===== src/verilog/fpsbg_defs.svh =====
// constants of the front panel status and busy gating block
`ifndef FPSBG_DEFS_SVH
`define FPSBG_DEFS_SVH

// ****************************************
// register offsets (byte addresses)
// ****************************************
`define FPSBG_REG_STATUS 8'h00
`define FPSBG_REG_IRQ_STAT 8'h04
`define FPSBG_REG_IRQ_CLR 8'h08
`define FPSBG_REG_IRQ_EN 8'h0c
`define FPSBG_REG_BASE 8'h10
`define FPSBG_REG_CTRL 8'h14

// ****************************************
// field positions
// ****************************************
`define FPSBG_ST_EVT 0
`define FPSBG_ST_LBUSY 2
`define FPSBG_ST_SBUSY 3
`define FPSBG_ST_CFG 4
`define FPSBG_ST_OVC 5
`define FPSBG_ST_HALT 6
`define FPSBG_IRQ_BUSY 0
`define FPSBG_IRQ_EVT 1
`define FPSBG_IRQ_OVC 2
`define FPSBG_IRQ_CFG 3
`define FPSBG_IRQ_SBUSY 4
`define FPSBG_IRQ_W 5
`define FPSBG_CTRL_MEMTEST 0

// ****************************************
// reset values and widths
// ****************************************
`define FPSBG_IRQ_EN_RST 5'h00
`define FPSBG_CTRL_RST 1'b0
`define FPSBG_PIN_W 33
`define FPSBG_TERM_N 7
`define FPSBG_CNT_W 24

// ****************************************
// timing
// ****************************************
`define FPSBG_CLK_HZ 10000000
`define FPSBG_CFG_TIME_MS 500
`define FPSBG_ACK_TIME_MS 50
`define FPSBG_CFG_CYCLES (`FPSBG_CFG_TIME_MS * (`FPSBG_CLK_HZ / 1000))
`define FPSBG_ACK_CYCLES (`FPSBG_ACK_TIME_MS * (`FPSBG_CLK_HZ / 1000))

`endif


===== src/verilog/fpsbg_pkg.sv =====
// types of the front panel status and busy gating block
`default_nettype none
`include "fpsbg_defs.svh"
package fpsbg_pkg;
    typedef enum logic [1:0] {
        FPSBG_CFG = 2'b01,
        FPSBG_RUN = 2'b10
    } fpsbg_cfg_e;

    typedef logic [`FPSBG_CNT_W-1:0] fpsbg_cnt_t;
    typedef logic [`FPSBG_IRQ_W-1:0] fpsbg_irq_t;

    typedef struct packed {
        logic [`FPSBG_PIN_W-1:0] pinMeta;
        logic [`FPSBG_PIN_W-1:0] pinSync;
        fpsbg_cfg_e cfgState;
        fpsbg_cnt_t cfgCnt;
        fpsbg_cnt_t ackCnt;
        logic ovcLatched;
        logic memTest;
        fpsbg_irq_t irqStat;
        fpsbg_irq_t irqEn;
        logic prevBusy;
        logic prevEvt;
        logic prevSBusy;
        logic wbAck;
        logic [31:0] wbDat;
        logic ackLed;
        logic busyLed;
        logic evtLed;
        logic termGreen;
        logic termRed;
        logic pwrGreen;
        logic pwrOrange;
        logic busyLineOe;
        logic acqHalt;
        logic irq;
        logic [15:0] baseAddr;
    } fpsbg_state_s;
endpackage
`default_nettype wire


===== src/verilog/fpsbg_top.sv =====
// front panel indicators, board options and busy gating
`default_nettype none
`include "fpsbg_defs.svh"
module fpsbg_top #(
    parameter int CFG_CYCLES = `FPSBG_CFG_CYCLES,
    parameter int ACK_CYCLES = `FPSBG_ACK_CYCLES
) (
    // clock and reset
    input wire logic clock,
    input wire logic srst,

    // wishbone slave
    input wire logic wb_cyc_i,
    input wire logic wb_stb_i,
    input wire logic wb_we_i,
    input wire logic [7:0] wb_adr_i,
    input wire logic [3:0] wb_sel_i,
    input wire logic [31:0] wb_dat_i,
    output logic [31:0] wb_dat_o,
    output logic wb_ack_o,

    // acquisition state, same clock
    input wire logic converting,
    input wire logic analogReset,
    input wire logic multiEventBufferFull,
    input wire logic eventsPresent,

    // board pins, asynchronous
    input wire logic [15:0] rotarySwitch,
    input wire logic [`FPSBG_TERM_N-1:0] termSwitchPos,
    input wire logic [`FPSBG_TERM_N-1:0] termSwitchNeg,
    input wire logic busyScopeJumper,
    input wire logic overcurrentDetect,
    input wire logic sharedBusyIn,

    // shared busy line, open drain
    output logic sharedBusyOut,
    output logic sharedBusyOe,

    // front panel lights
    output logic ackIndicator,
    output logic busyIndicator,
    output logic eventAvailableIndicator,
    output logic termIndicatorGreen,
    output logic termIndicatorRed,
    output logic powerOvercurrentIndicatorGreen,
    output logic powerOvercurrentIndicatorOrange,

    // board outputs
    output logic [15:0] baseAddress,
    output logic acquisitionHalt,
    output logic irq
);
    import fpsbg_pkg::*;

    // ****************************************
    // counts and reset value
    // ****************************************
    localparam fpsbg_cnt_t CFG_LOAD = fpsbg_cnt_t'(CFG_CYCLES - 1);
    localparam fpsbg_cnt_t ACK_LOAD = fpsbg_cnt_t'(ACK_CYCLES);

    fpsbg_state_s q;
    fpsbg_state_s d;

    // ****************************************
    // pin vector layout
    // ****************************************
    // two flops per pin, logic only ever reads the second one
    logic [`FPSBG_PIN_W-1:0] pinRaw;
    assign pinRaw = {sharedBusyIn, overcurrentDetect, busyScopeJumper,
                     termSwitchNeg, termSwitchPos, rotarySwitch};

    logic [15:0] rotSync;
    logic [`FPSBG_TERM_N-1:0] posSync;
    logic [`FPSBG_TERM_N-1:0] negSync;
    logic jumperSync;
    logic ovcSync;
    logic sBusySync;
    assign rotSync = q.pinSync[15:0];
    assign posSync = q.pinSync[22:16];
    assign negSync = q.pinSync[29:23];
    assign jumperSync = q.pinSync[30];
    assign ovcSync = q.pinSync[31];
    assign sBusySync = q.pinSync[32];

    // ****************************************
    // termination per line
    // ****************************************
    // a line only counts as terminated when both halves of its pair are set
    logic [`FPSBG_TERM_N-1:0] lineTerm;
    genvar gi;
    generate
        for (gi = 0; gi < `FPSBG_TERM_N; gi++) begin : gTerm
            assign lineTerm[gi] = posSync[gi] & negSync[gi];
        end
    endgenerate

    logic allTerm;
    logic noTerm;
    assign allTerm = &lineTerm;
    assign noTerm = ~|lineTerm;

    // ****************************************
    // bus decode
    // ****************************************
    logic wbReq;
    logic wbWr;
    logic wbRd;
    // the registered ack masks a held request, so it is answered once
    assign wbReq = wb_cyc_i & wb_stb_i & ~q.wbAck;
    assign wbWr = wbReq & wb_we_i & wb_sel_i[0];
    assign wbRd = wbReq & ~wb_we_i;

    // ****************************************
    // register writes
    // ****************************************
    // only lane 0 holds writable bits; unmapped writes are acked and lost
    logic wrIrqClr;
    logic wrIrqEn;
    logic wrCtrl;
    assign wrIrqClr = wbWr && wb_adr_i == `FPSBG_REG_IRQ_CLR;
    assign wrIrqEn = wbWr && wb_adr_i == `FPSBG_REG_IRQ_EN;
    assign wrCtrl = wbWr && wb_adr_i == `FPSBG_REG_CTRL;

    logic localBusy;
    logic configuring;
    logic [31:0] statusWord;
    logic [31:0] rdWord;
    fpsbg_irq_t irqEvents;
    fpsbg_irq_t irqClr;

    assign configuring = q.cfgState == FPSBG_CFG;
    assign localBusy = converting | analogReset | q.memTest
                     | multiEventBufferFull;

    always_comb begin
        statusWord = 32'h00000000;
        statusWord[`FPSBG_ST_EVT] = eventsPresent;
        statusWord[`FPSBG_ST_LBUSY] = localBusy;
        statusWord[`FPSBG_ST_SBUSY] = sBusySync;
        statusWord[`FPSBG_ST_CFG] = configuring;
        statusWord[`FPSBG_ST_OVC] = q.ovcLatched;
        statusWord[`FPSBG_ST_HALT] = q.acqHalt;
    end

    always_comb begin
        case (wb_adr_i)
            `FPSBG_REG_STATUS: rdWord = statusWord;
            `FPSBG_REG_IRQ_STAT: rdWord = {27'h0000000, q.irqStat};
            `FPSBG_REG_IRQ_EN: rdWord = {27'h0000000, q.irqEn};
            `FPSBG_REG_BASE: rdWord = {16'h0000, q.baseAddr};
            `FPSBG_REG_CTRL: rdWord = {31'h00000000, q.memTest};
            default: rdWord = 32'h00000000;
        endcase
    end

    // ****************************************
    // interrupt events
    // ****************************************
    always_comb begin
        irqEvents = '0;
        irqEvents[`FPSBG_IRQ_BUSY] = localBusy & ~q.prevBusy;
        irqEvents[`FPSBG_IRQ_EVT] = eventsPresent & ~q.prevEvt;
        irqEvents[`FPSBG_IRQ_OVC] = ovcSync & ~q.ovcLatched;
        irqEvents[`FPSBG_IRQ_CFG] = configuring && q.cfgCnt == '0;
        irqEvents[`FPSBG_IRQ_SBUSY] = sBusySync & ~q.prevSBusy;
    end

    assign irqClr = wrIrqClr ? wb_dat_i[`FPSBG_IRQ_W-1:0] : '0;

    // ****************************************
    // sticky interrupt bits
    // ****************************************
    // a new event wins over a clear that lands in the same cycle
    fpsbg_irq_t irqNext;
    genvar ii;
    generate
        for (ii = 0; ii < `FPSBG_IRQ_W; ii++) begin : gIrq
            assign irqNext[ii] = irqEvents[ii]
                               | (q.irqStat[ii] & ~irqClr[ii]);
        end
    endgenerate

    // ****************************************
    // next state
    // ****************************************
    always_comb begin
        d = q;
        d.pinMeta = pinRaw;
        d.pinSync = q.pinMeta;

        // bus answer one cycle after the request, dropped the cycle after
        d.wbAck = wbReq;
        d.wbDat = wbRd ? rdWord : 32'h00000000;
        if (wrIrqEn) begin
            d.irqEn = wb_dat_i[`FPSBG_IRQ_W-1:0];
        end
        if (wrCtrl) begin
            d.memTest = wb_dat_i[`FPSBG_CTRL_MEMTEST];
        end

        d.irqStat = irqNext;
        d.prevBusy = localBusy;
        d.prevEvt = eventsPresent;
        d.prevSBusy = sBusySync;
        d.irq = |(d.irqStat & d.irqEn);

        // every access reloads the flash timer
        // back-to-back accesses just restart the flash, so it never flickers
        if (wbReq) begin
            d.ackCnt = ACK_LOAD;
        end else if (q.ackCnt != '0) begin
            d.ackCnt = q.ackCnt - 1'b1;
        end
        d.ackLed = wbReq | (q.ackCnt > fpsbg_cnt_t'(1));

        case (q.cfgState)
            FPSBG_CFG: begin
                if (q.cfgCnt == '0) begin
                    d.cfgState = FPSBG_RUN;
                end else begin
                    d.cfgCnt = q.cfgCnt - 1'b1;
                end
            end
            FPSBG_RUN: begin
                d.cfgCnt = '0;
            end
            default: begin
                d.cfgState = FPSBG_CFG;
                d.cfgCnt = CFG_LOAD;
            end
        endcase

        // cleared only by srst, so the module must be reset to clear it
        if (ovcSync) begin
            d.ovcLatched = 1'b1;
        end

        d.baseAddr = rotSync;
        d.busyLineOe = localBusy;

        // configuration neither halts acquisition nor drives the line
        // the shared line already includes this board's own drive
        if (jumperSync) begin
            d.acqHalt = localBusy | sBusySync;
        end else begin
            d.acqHalt = localBusy;
        end

        if (d.cfgState == FPSBG_CFG) begin
            d.busyLed = 1'b1;
            d.evtLed = 1'b1;
            d.termGreen = 1'b1;
            d.termRed = 1'b1;
        end else begin
            d.busyLed = localBusy;
            d.evtLed = eventsPresent;
            d.termGreen = allTerm;
            d.termRed = noTerm;
            // partial termination leaves both colours off
        end

        // green comes back only after a reset, as the latch does
        d.pwrGreen = ~d.ovcLatched;
        d.pwrOrange = d.ovcLatched;

        if (srst) begin
            d = '0;
            d.cfgState = FPSBG_CFG;
            d.cfgCnt = CFG_LOAD;
            d.irqEn = `FPSBG_IRQ_EN_RST;
            d.memTest = `FPSBG_CTRL_RST;
            d.busyLed = 1'b1;
            d.evtLed = 1'b1;
            d.termGreen = 1'b1;
            d.termRed = 1'b1;
            d.pwrGreen = 1'b1;
        end
    end

    always_ff @(posedge clock) begin
        q <= d;
    end

    // ****************************************
    // outputs
    // ****************************************
    // every output is a plain flop of the state, no logic after it
    assign wb_dat_o = q.wbDat;
    assign wb_ack_o = q.wbAck;
    assign sharedBusyOut = q.busyLineOe;
    assign sharedBusyOe = q.busyLineOe;
    assign ackIndicator = q.ackLed;
    assign busyIndicator = q.busyLed;
    assign eventAvailableIndicator = q.evtLed;
    assign termIndicatorGreen = q.termGreen;
    assign termIndicatorRed = q.termRed;
    assign powerOvercurrentIndicatorGreen = q.pwrGreen;
    assign powerOvercurrentIndicatorOrange = q.pwrOrange;
    assign baseAddress = q.baseAddr;
    assign acquisitionHalt = q.acqHalt;
    assign irq = q.irq;
endmodule
`default_nettype wire

===== config.mk =====
export PLATFORM = sky130hd
export DESIGN_NAME = fpsbg_top
export DESIGN_NICKNAME = d
export VERILOG_FILES = /design/src/verilog/fpsbg_pkg.sv /design/src/verilog/fpsbg_top.sv
export VERILOG_INCLUDE_DIRS = /design/src /design/src/verilog
export SDC_FILE = /design/constraint.sdc
export NUM_CORES = 1
export LEC_CHECK = 0
export BUFFER_PORTS_ARGS = -buffer_cell sky130_fd_sc_hd__buf_2
export CAP_MARGIN = 10
export CORE_ASPECT_RATIO = 1.4
export CORE_MARGIN = 3
export CORE_UTILIZATION = 45
export DETAILED_ROUTE_END_ITERATION = 12
export GPL_ROUTABILITY_DRIVEN = 0
export PLACE_DENSITY_LB_ADDON = 0.25
export SLEW_MARGIN = 0
export SYNTH_ARGS = -nofsm -noshare
export SYNTH_HDL_FRONTEND = slang
export SYNTH_SLANG_ARGS = --single-unit

===== constraint.sdc =====
create_clock -name clock -period 3.3 [get_ports clock]
set_input_delay 0.66 -clock clock [delete_from_list [all_inputs] [get_ports clock]]
set_output_delay 0.66 -clock clock [all_outputs]
set_load 0.01 [all_outputs]

==> results of run 1 <==
worst max path at each step:
stage | to
finish | q[105]$_SDFFE_PP0P_
global route | q[105]$_SDFFE_PP0P_
CTS | q[118]$_SDFFE_PP0P_
detailed placement | irq$_SDFF_PP0_
global placement | irq$_SDFF_PP0_
floorplan | irq$_SDFF_PP0_
cells by family after synthesis:
| family | share of synthesized area [%] |
|---|---|
| AO/OA/AOI/OAI | 9.34 |
| AND/OR/NAND/NOR | 24.0 |
| XOR/XNOR | 3.92 |
| other | 0.0560 |
| adder cells (fa/ha/maj) | 1.31 |
| multiplexers | 1.83 |
| flip-flops | 51.4 |
| buffers and inverters | 8.14 |
synthesized netlist by cell type, types with 9 or more instances:
library cell,number,area (um^2)
nor2_1,62,233
a21oi_1,27,135
xor2_1,11,96.3
nand3_1,13,65.1
nor3_1,19,95.1
and3_1,10,62.6
inv_1,15,56.3
xnor2_1,19,166
dfxtp_1,172,3440
clkbuf_1,19,71.3
or4_1,15,113
nand2_1,15,56.3
nor2b_1,93,582
or3_1,9,56.3
buf_4,50,375
o21ai_0,26,130
nor4_1,15,93.8
per-stage QoR:
| stage | cells | hold WS (ns) | total power [mW] |
|---|---|---|---|
| finish | 963 | 0.435 | 5.27 |
| global route | 962 | 0.429 | 5.57 |
| detailed placement | 930 | 0.420 | 3.43 |
| floorplan | 711 | 0.403 | 3.21 |
| global placement | 930 | 0.410 | 3.40 |
| CTS | 962 | 0.419 | 5.32 |
cell type report:
cell class	count	area, um^2	share of cell area [%]
flip-flops and latches	172	3440	45.1
multi-input cells	447	2770	36.3
repair buffers	107	558	7.31
clock buffers	19	443	5.80
well taps	189	236	3.10
clock inverters	13	125	1.64
inverters	15	56.3	0.738
diodes	1	2.50	0.0328
flip-flops by register name (all words and copies together), names as in the netlist:
name,cells
ackIndicator,1
powerOvercurrentIndicatorGreen,1
jumperSync,1
ovcSync,1
posSync,7
wb_dat_o,16
powerOvercurrentIndicatorOrange,1
termIndicatorGreen,1
negSync,7
termIndicatorRed,1
sharedBusyOe,1
irq,1
busyIndicator,1
baseAddress,16
eventAvailableIndicator,1
acquisitionHalt,1
q,113
wb_ack_o,1
critical path, stage by stage, from the launching register on:
cell     delay, ns
dfxtp_1       0.34
or4_1         0.60
or4_1         0.75
o21ai_2       0.34
or3_1         0.31
nor2_1        0.08
power groups by stage:
stage                     registers [mW]  logic, mW  clock network, mW
final                               2.38       1.01               1.87
after global placement              2.42      0.980                  0
after global routing                2.41       1.15               2.02
after CTS                           2.38       1.01               1.93
after detailed placement            2.43       1.01                  0
after floorplan                     2.40      0.810                  0
per-layer routing:
layer  GRT usage [%]  wire length, um
met2            29.7             6990
met1            18.2             5120
met3            5.49              859
met5               0                0
met4            7.39              303
==> results.md, run 1 <==
- Pre-CTS setup slack: roughly 0.38 ns
- Clock Pin Slew Worst Setup and Hold Paths: approximately 0.07 ns
- Power Internal: between 3 and 4 mW
- CP required: 3.61 ns
- Critical path peak fanout: 11
- Gr usage total: around 17%
- Fmax: between 300 and 400 MHz
- Max Slew Vio Count: 0
- CTS Buf Count: 17
- Worst Max-Slew Pin Slew: 0.889 ns
- Slew headroom: 40.3%
- Top_reg_cell synth: dfxtp_1
- Vias in the first global route: around 4700
- Fill cells: 1337
- Final hold vios: 0
- DR vias: 4874
- Hold endpoint: baseAddress[9]$_SDFF_PP0_
- DRC Markers: 0
- HP Start: q[133]$_SDFF_PP0_
- R2R depth: 5
- Overall die height: approximately 150 um
- Chip width: 109 um
- Final Cell Area: 7630 um^2
- CP startpoint: q[114]$_SDFFE_PP0P_
- Placed cell areas: between 7000 and 8000 um^2
- H-tree Lvls: 4
- Gate power share: between 10% and 20%
- Yosys reg bits: between 150 and 200
- Largest net degree at the start of global routing: 64
- Mapped Area: ~6700 um^2
- Syn_area_per_cell: 9.63 um^2
- RR Endpoint: q[105]$_SDFFE_PP0P_
- Hold WC Path Type: flip-flop to flip-flop
- R2R setup slack: 0.77 ns
- Critical Path Source Type: flip-flop
- DP HPWL: between 9 and 10 mm
- Buffers added on ports: between 90 and 100
- CTS tree: yes
- Layout cells sized above 1: 19.9%
- Maximum vdd drop: a little over 400 uV
- Max_cap viols: 0
- Pwr/cell area: 691 nW/um^2
- Sequential area share after synthesis: between 50% and 60%
- Die ar.: ~16000 um^2
- Post-route worst setup slack: 0.771 ns
- I/O pin cnt: around 150
- Initial Util: 46.2%
- Layout Skew: ~0.009 ns
- Pleak: 3.11 nW
- # rows: 52
- Sw Ratio: a little under a third
- Final period utilization: between 70% and 80%
- Post-synthesis cell type count: a little under 60
- Layout Utilization: 52.6%
- EDFF count, synth: 0
- Post-cts resize count: 0
- Fin crit period: approximately 2.5 ns
- Final #Nets: between 800 and 900
- Final wirelength: about 13 mm
- Clock Power Share: between 30 and 40%
- Yosys warnings: 0
- Most frequent cells in the layout: dfxtp_1 (172), buf_2 (98), nor2b_1 (93)
- Flop pwr share: between 40 and 50%
- RSZ-0062 raised after global routing: no
- Area delta synth->final: 13.9%
- Setup CP Type: flip-flop to flip-flop
- Worst hold path cell count: 1
- Setup crit end kind: flip-flop
- DRT iter0 DRCs: about 190
- Cells after Synth: around 700
- Core area: roughly 15000 um^2
- Setup TNS: 0 ns
- TritonRoute pass-1 iters: 4
- Initial antenna violation count: 0
- Async S/R FF share, synth: 0%
- First-pass GRT wire length: between 20 and 25 mm
- Clk_lat worst skew: between 0.4 and 0.5 ns
- CTS root buffer: clkbuf_16
- Most common cell after layout, fill and taps aside: dfxtp_1
- Hold buffers post-CTS: 0
- Post-CTS setup buffer count: 0
- Gr ovfl total: 0
- Bufs on Longest Clock Path: 2
- Setup-failing EPs final: 0
- Vias per std cell: roughly 5
- Switch Pwr: roughly 1.6 mW
- Worst EP arrival: ~2.8 ns
- Worst r2r src: q[114]$_SDFFE_PP0P_
- Detail Route Antenna Nets: 0
- Sink Count: between 150 and 200
- Routed length per instance: 13.8 um
- Status: finished clean
(Power assumes the default switching activity.)
==> run 2: changes to the inputs <==
==> constraint.sdc (replaced) <==
create_clock -name clock -period 2.3 [get_ports clock]
set_input_delay 0.46 -clock clock [delete_from_list [all_inputs] [get_ports clock]]
set_output_delay 0.46 -clock clock [all_outputs]
set_load 0.01 [all_outputs]
==> results.md, run 2 (synthesized netlist as in run 1, its figures left out) <==
- Status: finished clean
- Switch Pwr: about 2.4 mW
- Detail Route Antenna Nets: 0
- Overall die height: about 150 um
- Setup-failing EPs final: 0
- Setup crit end kind: flip-flop
- Worst r2r src: q[117]$_SDFFE_PP1P_
- CP required: between 2 and 3 ns
- Worst hold path cell count: 2
- CTS root buffer: clkbuf_16
- R2R setup slack: between 0.1 and 0.15 ns
- Flop pwr share: 43.7%
- Clk_lat worst skew: ~0.42 ns
- Area delta synth->final: 19.0%
- DP HPWL: just over 10 mm
- CTS Buf Count: 17
- Initial antenna violation count: 0
- Most common cell after layout, fill and taps aside: dfxtp_1
- Most flop-heavy register: q
- Fmax: about 460 MHz
- Worst Max-Slew Pin Slew: 0.642 ns
- Hold WC Path Type: input pin to flip-flop
- Clock Power Share: between 30% and 40%
- Layout Skew: about 0.020 ns
- RR Endpoint: q[101]$_SDFFE_PP1P_
- Layout cells sized above 1: between 20 and 25%
- Pre-CTS setup slack: -0.251 ns
- TritonRoute pass-1 iters: 5
- CTS tree: yes
- HP Start: termSwitchPos[6]
- Vias in the first global route: just under 5000
- Gr usage total: around 17%
- Max reg flops: between 100 and 150
- First-pass GRT wire length: 22.4 mm
- Sink Count: between 150 and 200
- Routed length per instance: 13.8 um
- Chip width: around 110 um
- ANT cells: 0
- Max_cap viols: 0
- Worst hold slack: 0.241 ns
- Setup CP Type: flip-flop to flip-flop
- Pwr/cell area: 982 nW/um^2
- H-tree Lvls: 4
- Worst EP arrival: about 2.5 ns
- DRT iter0 DRCs: approximately 240
- # rows: 52
- Critical Path Source Type: flip-flop
- Gr ovfl total: 0
- Final #Nets: 889
- Die ar.: roughly 16000 um^2
- Buffers added on ports: 99
- Maximum vdd drop: 501 uV
- Hold endpoint: q[179]$_SDFF_PP0_
- Most frequent cells in the layout: dfxtp_1 (172), buf_2 (98), nor2b_1 (93)
- R2R depth: 6
- RSZ-0062 raised after global routing: no
- Setup TNS: 0 ns
- Final wirelength: 13.8 mm
- Sw Ratio: 31.2%
- Final period utilization: roughly 95%
- Slew headroom: 57.0%
- DR vias: about 5000
- Power Internal: 5.39 mW
- Largest net degree at the start of global routing: 46
- Final hold vios: 0
- Initial Util: 46.2%
- Clock Pin Slew Worst Setup and Hold Paths: roughly 0.070 ns
- Bufs on Longest Clock Path: 2
- Post-route worst setup slack: 0.113 ns
- I/O pin cnt: 146
- DRC Markers: 0
- Core area: 14500 um^2
- Pwr Total: 7.83 mW
- Critical path peak fanout: 5
- Vias per std cell: about 5
- Pleak: 3.30 nW
- Max Slew Vio Count: 0
- Fin crit period: around 2.2 ns
- Gate power share: between 10% and 20%
## run 2: cell types whose count changed in the layout (fill, tap and decap cells not counted), moves of 2 or more
cell      change
buf_4        +35
o21ai_1       +2
o21ai_0       -2
clkinv_4      -4
or4_1         -3
or4_4         +3
clkinv_8      +5
## run 2: how the worst max path moves through the flow
stage                                to  slack, ns                start  cells after the start
CTS                 q[109]$_SDFFE_PP1P_      0.005  q[114]$_SDFFE_PP0P_                      6
global route        q[101]$_SDFFE_PP1P_       0.01  q[117]$_SDFFE_PP1P_                      6
floorplan                irq$_SDFF_PP0_      -0.04          wb_adr_i[5]                      7
detailed placement       irq$_SDFF_PP0_      -0.25          wb_adr_i[1]                      6
finish              q[101]$_SDFFE_PP1P_       0.11  q[117]$_SDFFE_PP1P_                      6
global placement         irq$_SDFF_PP0_      -0.18          wb_adr_i[1]                      6
## run 2: power groups by stage
stage / Combinational (mW) / Clock (mW) / Sequential, mW
2_1_floorplan: 1.16 / 0 / 3.44
3_3_place_gp: 1.51 / 0 / 3.47
3_5_place_dp: 1.55 / 0 / 3.48
4_1_cts: 1.56 / 2.93 / 3.42
5_1_grt: 1.74 / 3.06 / 3.46
6_report: 1.55 / 2.85 / 3.42
## run 2: critical path, cell delays in order, from the launching register on
cell and delay (ns):
dfxtp_1 0.31, or4_4 0.56, or4_4 0.56, buf_4 0.17
o21ai_0 0.21, xor2_1 0.17, a21oi_1 0.08
## run 2: layer usage
metal,vias up,track usage [%],routed length (um)
met5,-,0,0
li1,2539,-,-
met3,31,4.76,752
met1,2292,19.4,5490
met4,0,8.09,389
met2,128,30.0,7150
## run 2: layout make-up
cell class,instances,area [um^2]
Inverter,15,56.3
Multi-Input combinational cell,447,2790
Clock buffer,17,425
Fill cell,1300,6540
Tap cell,189,236
Timing Repair Buffer,143,832
Sequential cell,172,3440
Clock inverter,15,190
## run 2: metrics by stage
stage,instances,util [%],area [um^2]
floorplan,711,-,6770
global placement,966,50.6,7340
detailed placement,966,50.6,7340
CTS,998,54.9,7960
global route,998,54.9,7970
finish,998,54.9,7970
## run 2: repair_timing
item                                    4_1_cts  5_1_grt
endpoints found under the setup margin       29       29
resized for setup                             5        3
pin swaps                                     0        4
setup buffers                                 0        0
hold buffers                                  0        0
hold endpoints to repair                      0        0
